===== src/agr_pkg.sv =====
// Package for the amplifier gain ramp and mode control block.
// Assumes a single 40 MHz system clock and a synchronous active-high reset.
`default_nettype none
package agr_pkg;

	// ************************************************************
	// Timing constants
	// ************************************************************
	localparam int SYS_CLK_HZ = 40000000; // System clock rate
	localparam int STEP_CLK_HZ = 58; // Nominal gain-stepping clock
	localparam int STEP_TICK_CYCLES = SYS_CLK_HZ / STEP_CLK_HZ; // Cycles per step tick, rounded down
	localparam int TICKS_PER_STEP = 2; // Step clock cycles per gain step
	localparam int BYPASS_TIME_MS = 500; // Bypass charge or discharge time
	localparam int BYPASS_CYCLES = (SYS_CLK_HZ / 1000) * BYPASS_TIME_MS; // Bypass settle cycles

	// ************************************************************
	// Gain codes and reset values
	// ************************************************************
	localparam int GAIN_W = 5; // Gain step code width
	localparam logic [4:0] GAIN_MIN = 5'h00; // Lowest gain step
	localparam logic [4:0] GAIN_MAX = 5'h1F; // Highest gain step

	// ************************************************************
	// Types
	// ************************************************************
	// Sequencer states, Gray coded along the usual path
	typedef enum logic [2:0] {
		AGR_POWERUP = 3'h0,
		AGR_RUN = 3'h1,
		AGR_RAMPDN = 3'h3,
		AGR_DISCHG = 3'h2,
		AGR_OFF = 3'h6,
		AGR_CHARGE = 3'h7,
		AGR_RAMPUP = 3'h5
	} agr_state_e;

	// Static control pins from the host
	typedef struct packed {
		logic runEnable; // High while amplifier in use
		logic outputConfigSelect; // High selects single-ended
		logic inputSourceSelect; // High selects headphone inputs
		logic rampModeSelect; // Low ramped, high immediate
	} agr_ctrl_s;

	// Analog path controls
	typedef struct packed {
		logic mute; // Outputs muted
		logic lowPower; // Low-current state
		logic negAmpEnable; // Negative follower amplifiers on
		logic selHeadphone; // Headphone pair routed
		logic selLine; // Line pair routed
		logic bypassCharge; // Charge bypass toward midrail
		logic bypassDischarge; // Discharge bypass toward ground
	} agr_path_s;

endpackage
`default_nettype wire


===== src/agr_gain_ctrl.sv =====
// Gain ramp and mode control of a stereo amplifier.
// Assumes static host control pins synchronous to sys_clk; reset acts as power-up.
// Behaviour
// - Low config select enables negative amps, bridge-tied
// - High config select: negative amps off, single-ended
// - Source select high headphone, low line
// - Source and output selects act independently
// - Run low mutes, enters low-current state
// - Ramp select low ramped, high immediate
// - Ramped shutdown steps gain down every two ticks
// - Step clock nominal 58 Hz, 34 ms steps
// - Ramp spans up to 31 steps
// - Ramped bypass discharge starts only at lowest gain
// - Ramped release: charge bypass, then ramp up
// - Immediate shutdown saves gain, discharges at once
// - Immediate release restores saved gain after charge
// - Power-up ramps from lowest every two ticks
// - Single-ended gain limited by ceiling input
`timescale 1ns/1ps
`default_nettype none
module agr_gain_ctrl #(
	parameter int TICK_DIV = agr_pkg::STEP_TICK_CYCLES,
	parameter int BYPASS_CNT = agr_pkg::BYPASS_CYCLES
) (
	input wire logic sys_clk,
	input wire logic rst,
	input wire agr_pkg::agr_ctrl_s ctrl,
	input wire logic [4:0] commandedGain,
	input wire logic [4:0] headphone_gain_ceiling,
	output agr_pkg::agr_path_s path,
	output logic [4:0] gainStep,
	output agr_pkg::agr_state_e seqState
);
	import agr_pkg::*;

	logic tick; // Slow step tick
	logic tickPhase; // Counts two ticks per step
	logic [4:0] targetGain; // Limited commanded gain
	logic [4:0] savedGain; // Gain held across immediate shutdown
	logic [31:0] bypassCount; // Bypass settle counter
	logic bypassDone; // Bypass settle finished
	agr_state_e state; // Sequencer state
	agr_state_e next_state; // Next sequencer state
	logic stepNow; // Gain step allowed this cycle
	logic immediateMode; // Shutdown taken in immediate mode

	// ************************************************************
	// Helpers
	// ************************************************************
	// Smaller of two gain codes
	function automatic logic [4:0] gainMin(input logic [4:0] a, input logic [4:0] b);
		gainMin = (a < b) ? a : b;
	endfunction

	// Step tick divider
	agr_tick_div #(.DIV(TICK_DIV)) tickDiv (
		.sys_clk(sys_clk),
		.rst(rst),
		.tick(tick)
	);

	// Ceiling applied only in single-ended mode
	assign targetGain = ctrl.outputConfigSelect ? gainMin(commandedGain, headphone_gain_ceiling)
		: commandedGain;

	// Step every second tick
	assign stepNow = tick && tickPhase;
	assign bypassDone = (bypassCount == 32'(BYPASS_CNT - 1));

	// ************************************************************
	// Sequencer
	// ************************************************************
	// Two-tick phase
	always_ff @(posedge sys_clk) begin
		if (rst) begin
			tickPhase <= 1'b0;
		end else if (tick) begin
			tickPhase <= ~tickPhase;
		end
	end

	// Next state
	always_comb begin
		next_state = state;
		unique case (state)
			AGR_POWERUP: begin // Power-up ramp regardless of mode
				if (gainStep == targetGain) begin
					next_state = AGR_RUN;
				end
			end
			AGR_RUN: begin
				if (!ctrl.runEnable) begin
					next_state = ctrl.rampModeSelect ? AGR_DISCHG : AGR_RAMPDN;
				end
			end
			AGR_RAMPDN: begin // Ramp down to lowest first
				if (gainStep == GAIN_MIN) begin
					next_state = AGR_DISCHG;
				end
			end
			AGR_DISCHG: begin
				if (bypassDone) begin
					next_state = AGR_OFF;
				end
			end
			AGR_OFF: begin
				if (ctrl.runEnable) begin
					next_state = AGR_CHARGE;
				end
			end
			AGR_CHARGE: begin
				if (bypassDone) begin
					next_state = immediateMode ? AGR_RUN : AGR_RAMPUP;
				end
			end
			AGR_RAMPUP: begin
				if (gainStep == targetGain) begin
					next_state = AGR_RUN;
				end
			end
			default: begin // Illegal code
				next_state = AGR_POWERUP;
			end
		endcase
	end

	// State register
	always_ff @(posedge sys_clk) begin
		if (rst) begin
			state <= AGR_POWERUP;
		end else begin
			state <= next_state;
		end
	end

	// Mode latched on shutdown entry
	always_ff @(posedge sys_clk) begin
		if (rst) begin
			immediateMode <= 1'b0;
		end else if (state == AGR_RUN && !ctrl.runEnable) begin
			immediateMode <= ctrl.rampModeSelect;
		end
	end

	// Bypass settle counter, cleared on entry to charge or discharge
	always_ff @(posedge sys_clk) begin
		if (rst) begin
			bypassCount <= 32'h00000000;
		end else if (state != next_state || bypassDone) begin
			bypassCount <= 32'h00000000;
		end else if (state == AGR_DISCHG || state == AGR_CHARGE) begin
			bypassCount <= bypassCount + 32'h00000001;
		end
	end

	// Saved gain for immediate restore
	always_ff @(posedge sys_clk) begin
		if (rst) begin
			savedGain <= GAIN_MIN;
		end else if (state == AGR_RUN && !ctrl.runEnable && ctrl.rampModeSelect) begin
			savedGain <= gainStep;
		end
	end

	// ************************************************************
	// Gain step register
	// ************************************************************
	always_ff @(posedge sys_clk) begin
		if (rst) begin
			gainStep <= GAIN_MIN;
		end else begin
			unique case (state)
				AGR_POWERUP, AGR_RAMPUP: begin // Step up toward target
					if (stepNow && gainStep < targetGain) begin
						gainStep <= gainStep + 5'h01;
					end else if (gainStep > targetGain) begin
						gainStep <= targetGain;
					end
				end
				AGR_RUN: begin // Follow commanded step
					gainStep <= targetGain;
				end
				AGR_RAMPDN: begin // Down one step per two ticks
					if (stepNow && gainStep != GAIN_MIN) begin
						gainStep <= gainStep - 5'h01;
					end
				end
				AGR_CHARGE: begin // Restore or start low after charge
					if (bypassDone) begin
						gainStep <= immediateMode ? savedGain : GAIN_MIN;
					end
				end
				AGR_DISCHG, AGR_OFF: begin // Held low while off
					gainStep <= GAIN_MIN;
				end
				default: begin
					gainStep <= GAIN_MIN;
				end
			endcase
		end
	end

	// ************************************************************
	// Analog path controls
	// ************************************************************
	always_ff @(posedge sys_clk) begin
		if (rst) begin
			path <= '0;
			path.mute <= 1'b1;
		end else begin
			path.mute <= !ctrl.runEnable || state == AGR_DISCHG || state == AGR_OFF
				|| state == AGR_CHARGE;
			path.lowPower <= state == AGR_OFF;
			path.negAmpEnable <= !ctrl.outputConfigSelect && ctrl.runEnable;
			path.selHeadphone <= ctrl.inputSourceSelect && ctrl.runEnable;
			path.selLine <= !ctrl.inputSourceSelect && ctrl.runEnable;
			path.bypassDischarge <= state == AGR_DISCHG;
			path.bypassCharge <= state == AGR_CHARGE;
		end
	end

	assign seqState = state;
endmodule // agr_gain_ctrl
`default_nettype wire


===== src/agr_tick_div.sv =====
// Divider that makes the slow gain-stepping tick.
// Assumes the sys_clk rate named in the package.
`timescale 1ns/1ps
`default_nettype none
module agr_tick_div #(
	parameter int DIV = agr_pkg::STEP_TICK_CYCLES
) (
	input wire logic sys_clk,
	input wire logic rst,
	output logic tick
);
	import agr_pkg::*;

	logic [19:0] count; // Cycle counter

	// ************************************************************
	// Divider
	// ************************************************************
	// One-cycle pulse every DIV cycles
	always_ff @(posedge sys_clk) begin
		if (rst) begin
			count <= 20'h00000;
			tick <= 1'b0;
		end else if (count == 20'(DIV - 1)) begin
			count <= 20'h00000;
			tick <= 1'b1;
		end else begin
			count <= count + 20'h00001;
			tick <= 1'b0;
		end
	end
endmodule // agr_tick_div
`default_nettype wire


===== config.mk =====
export PLATFORM = sky130hd
export DESIGN_NAME = agr_gain_ctrl
export DESIGN_NICKNAME = d
export VERILOG_FILES = /design/src/agr_pkg.sv /design/src/agr_gain_ctrl.sv /design/src/agr_tick_div.sv
export SDC_FILE = /design/constraint.sdc
export NUM_CORES = 1
export LEC_CHECK = 0
export BUFFER_PORTS_ARGS = -buffer_cell sky130_fd_sc_hd__buf_2
export CAP_MARGIN = 20
export CELL_PAD_IN_SITES_DETAIL_PLACEMENT = 0
export CELL_PAD_IN_SITES_GLOBAL_PLACEMENT = 1
export CORE_MARGIN = 2
export CORE_UTILIZATION = 27
export DETAILED_ROUTE_END_ITERATION = 8
export GPL_ROUTABILITY_DRIVEN = 0
export GPL_TIMING_DRIVEN = 1
export HOLD_SLACK_MARGIN = 0.05
export PLACE_DENSITY = 0.63
export SLEW_MARGIN = 30
export SYNTH_ARGS = -nofsm -noshare
export SYNTH_HDL_FRONTEND = slang
export SYNTH_SLANG_ARGS = --single-unit
export TNS_END_PERCENT = 5

===== constraint.sdc =====
create_clock -name sys_clk -period 3.3 [get_ports sys_clk]
set_input_delay 0.66 -clock sys_clk [delete_from_list [all_inputs] [get_ports sys_clk]]
set_output_delay 0.66 -clock sys_clk [all_outputs]
set_load 0.05 [all_outputs]

==> run_results.csv <==
group,metric,value,unit
yosys,yosys_most_used_dff,"sky130_fd_sc_hd__dfxtp_1",
cells_and_area,layout_common_cells,"sky130_fd_sc_hd__nor2_1 (89), sky130_fd_sc_hd__dfxtp_1 (75), sky130_fd_sc_hd__nand2_1 (34), sky130_fd_sc_hd__xor2_1 (34), sky130_fd_sc_hd__nand3_1 (26)",
timing,timing.final.setup_violations,0,
job,maxCapViolations,0,
setup_path,slowest_delay,320,ps
timing,max_freq,0.309,GHz
die,row_count,43,
yosys,post_synth_num_cell_types,48,
timing,timing.max_slew.rel_slack,47.9,%
cells_and_area,layout.cells.most_common,"sky130_fd_sc_hd__nor2_1",
yosys,synthArstFlopShare,0,%
drt,number_of_remaining_drc_errors,0,
setup_path,timing.critical_path.buf_inv,2,
setup_path,critical_path_depth,14,
cells_and_area,final_nets,527,
timing,setup_slack,60.3,ps
die,area_of_the_die,15400,um2
drt,route.detailed.vias_per_inst,4.72,
setup_path,worstPathArrival,3520,ps
timing,finClkSkew,8.86,ps
yosys,synth_seq_cells,75,
outcome,status,"complete, no violations",
placement,port_buffers,30,
clock_network,maximum_clock_path_buffer_count,2,
drt,route.final.wire_length,8.99,mm
setup_path,worst_path_max_delay_cell,"sky130_fd_sc_hd__o221ai_4",
clock_network,cts_htree_levels,3,
setup_path,path_max_fanout,5,
placement,place_hpwl,6.30,mm
setup_path,cp_common_cell,"sky130_fd_sc_hd__ha_4",
timing,timing.final.crit_period,3240,ps
clock_network,numCtsBuffers,9,
global_routing,first_global_vias,3193,
global_routing,maximum_number_of_pins_on_one_net_before_global_route_repair,33,
clock_network,cts.clk_slew.worst_paths,60,ps
worst_hold_path,hold_class,"flip-flop to flip-flop",
clock_network,worstSkewPairLatency,340,ps
worst_hold_path,timing.hold.worst_path_depth,1,
clock_network,tritoncts,"yes",
timing,period_share,98.2,%
yosys,synthCells,447,
cells_and_area,diodes,0,
yosys,mappedNetlistArea,3900,um2
drt,vias,3212,
yosys,yosys_warnings,0,
clock_network,cts.root.buffer_cell,"sky130_fd_sc_hd__clkbuf_16",
setup_path,critPathKind,"input port to flip-flop",
global_routing,grtUsageTotal,11.9,%
placement,detailedPlace.worstSlack,-369,ps
setup_path,cp-end-kind,"flip-flop",
yosys,synth_seq_area_share,38.5,%
power_and_ir_drop,static-leakage-power,1.84,nW
cells_and_area,filler_cell_count,1473,
timing,worstMarginPinSlew,782,ps
timing,unrepaired_setup_endpoints_after_global_routing,"yes",
die,die_h,124,um
die,core_area,14000,um2
power_and_ir_drop,ir_drop,0.296,mV
timing,drv_slew,0,
cells_and_area,final_cell_count_no_fill,681,
die,top_level_ports,31,
global_routing,grt_antenna_before_repair,0,
cells_and_area,layout-drive-gt1-share,20.6,%
yosys,syn-mean-instance-area,8.73,um2
setup_path,path_delay_family,"compound AO/OA/AOI/OAI gates",
placement,dp.cells,662,
die,dieWidth,124,um
cells_and_area,syn_to_final_growth,24.0,%
drt,antenna_left,0,
drt,dr.first_iter.drc_count,171,
timing,post_route_worst_hold_slack,483,ps
drt,drt-wirelength-per-cell,13.2,um
die,initial_utilization,27.9,%
yosys,synth_enable_flop_cells,0,
yosys,mappedNetlistNets,478,
global_routing,grt.overflow.total,0,
setup_path,worst-endpoint-required,3580,ps
drt,first_pass_iters,4,
setup_path,startpoint_type,"input port",
power_and_ir_drop,cell_area_power_density,552,nW/um2
timing,final_count_of_hold_timing_violations,0,
clock_network,cts_num_sinks,75,
setup_path,crit_chain,"buf_2 > ha_4 > nand2_1 > o21ai_1 > a41oi_2 > buf_4 > mux2i_4 > ha_4 > nand4_1 > o221ai_4 > mux2i_1 > o221a_2 > nor3b_4 > a22o_1",
setup_path,worst_r2r_path_depth,7,
global_routing,grt_first_pass_wirelength,15.4,mm
-- worst reg2reg max path, stage by stage, from the launching register on --
cell and delay, ps:
sky130_fd_sc_hd__dfxtp_1 420, sky130_fd_sc_hd__ha_1 350, sky130_fd_sc_hd__nand4_1 190, sky130_fd_sc_hd__o221ai_4 320
sky130_fd_sc_hd__mux2i_1 240, sky130_fd_sc_hd__o221a_2 240, sky130_fd_sc_hd__nor3b_4 280, sky130_fd_sc_hd__a22o_1 160
-- synthesized netlist by cell type, types with 3 or more instances --
cell type	instances	area, um2
sky130_fd_sc_hd__a21oi_1	12	60.1
sky130_fd_sc_hd__a221oi_1	3	26.3
sky130_fd_sc_hd__a22o_1	6	52.6
sky130_fd_sc_hd__and4_1	6	52.6
sky130_fd_sc_hd__buf_2	3	15.0
sky130_fd_sc_hd__clkbuf_1	5	18.8
sky130_fd_sc_hd__clkbuf_8	5	68.8
sky130_fd_sc_hd__dfxtp_1	75	1500
sky130_fd_sc_hd__ha_1	15	188
sky130_fd_sc_hd__inv_1	19	71.3
sky130_fd_sc_hd__mux2i_1	9	90.1
sky130_fd_sc_hd__nand2_1	34	128
sky130_fd_sc_hd__nand2b_1	4	25.0
sky130_fd_sc_hd__nand3_1	26	130
sky130_fd_sc_hd__nand4_1	16	100
sky130_fd_sc_hd__nor2_1	90	338
sky130_fd_sc_hd__nor2b_1	5	31.3
sky130_fd_sc_hd__nor3_1	7	35.0
sky130_fd_sc_hd__nor4_1	4	25.0
sky130_fd_sc_hd__nor4_4	3	63.8
sky130_fd_sc_hd__nor4b_1	3	26.3
sky130_fd_sc_hd__o21ai_0	10	50.1
sky130_fd_sc_hd__xnor2_1	21	184
sky130_fd_sc_hd__xor2_1	34	298
-- cells by family (layout without fill, tap and decap cells) --
family	Yosys count	after routing	synth area share (%)
simple gates	211	211	28.0
flops	75	75	38.5
xor+xnor	56	56	12.8
compound gates	47	47	8.66
buf+inv	34	88	5.03
fa+ha+maj	15	15	4.81
mux	9	9	2.31
-- where the power goes --
part	total [mW]	internal [mW]	switching, mW
Clock	1.02	0.614	0.409
Combinational	0.654	0.258	0.396
Sequential	0.995	0.942	0.0531
-- metal layers --
metal	GRT usage [%]	wire length, um	share of wire (%)
met5	0	0	0
met3	3.27	293	3.3
met2	18.8	4200	47
met4	3.44	145	1.6
met1	15.8	4360	48
-- flip-flops by register name, indices dropped and copies added, names as in the netlist --
register	count
tickDiv.count	20
seqState	3
path	7
savedGain	5
bypassCount	32
gainStep	5
tickPhase	1
immediateMode	1
tickDiv.tick	1
-- repair_timing --
item,in CTS,in global routing
hold buffers,0,0
resized for setup,1,32
pin swaps,0,15
setup endpoints to repair,5,37
buffers inserted,0,3
-- per-stage QoR --
stage | power, mW | setup TNS [ps] | utilization, % | cell area, um2
2_1_floorplan | 1.46 | 0 | - | 3910
3_3_place_gp | 1.60 | -5280 | 30.9 | 4330
3_5_place_dp | 1.61 | -10390 | 30.9 | 4330
4_1_cts | 2.64 | 0 | 33.2 | 4640
5_1_grt | 2.81 | -489 | 34.6 | 4840
6_report | 2.67 | 0 | 34.6 | 4840
-- area by class of cell --
| type | count | area (um2) | share of cell area, % |
|---|---|---|---|
| Sequential cell | 75 | 1500 | 31.0 |
| Inverter | 19 | 76.3 | 1.58 |
| Clock inverter | 6 | 73.8 | 1.52 |
| Clock buffer | 10 | 239 | 4.94 |
| Timing Repair Buffer | 53 | 374 | 7.73 |
| Multi-Input combinational cell | 338 | 2350 | 48.6 |
| Tap cell | 180 | 225 | 4.65 |
-- final timing paths --
kind,to,slack (ps),start
max,gainStep[4],60,commandedGain[1]
min,tickDiv.count[0],480,tickDiv.count[0]
max reg2reg,gainStep[4],1040,gainStep[3]
min reg2reg,tickDiv.count[0],480,tickDiv.count[0]
Note: power is estimated with default switching activity, not from simulation.
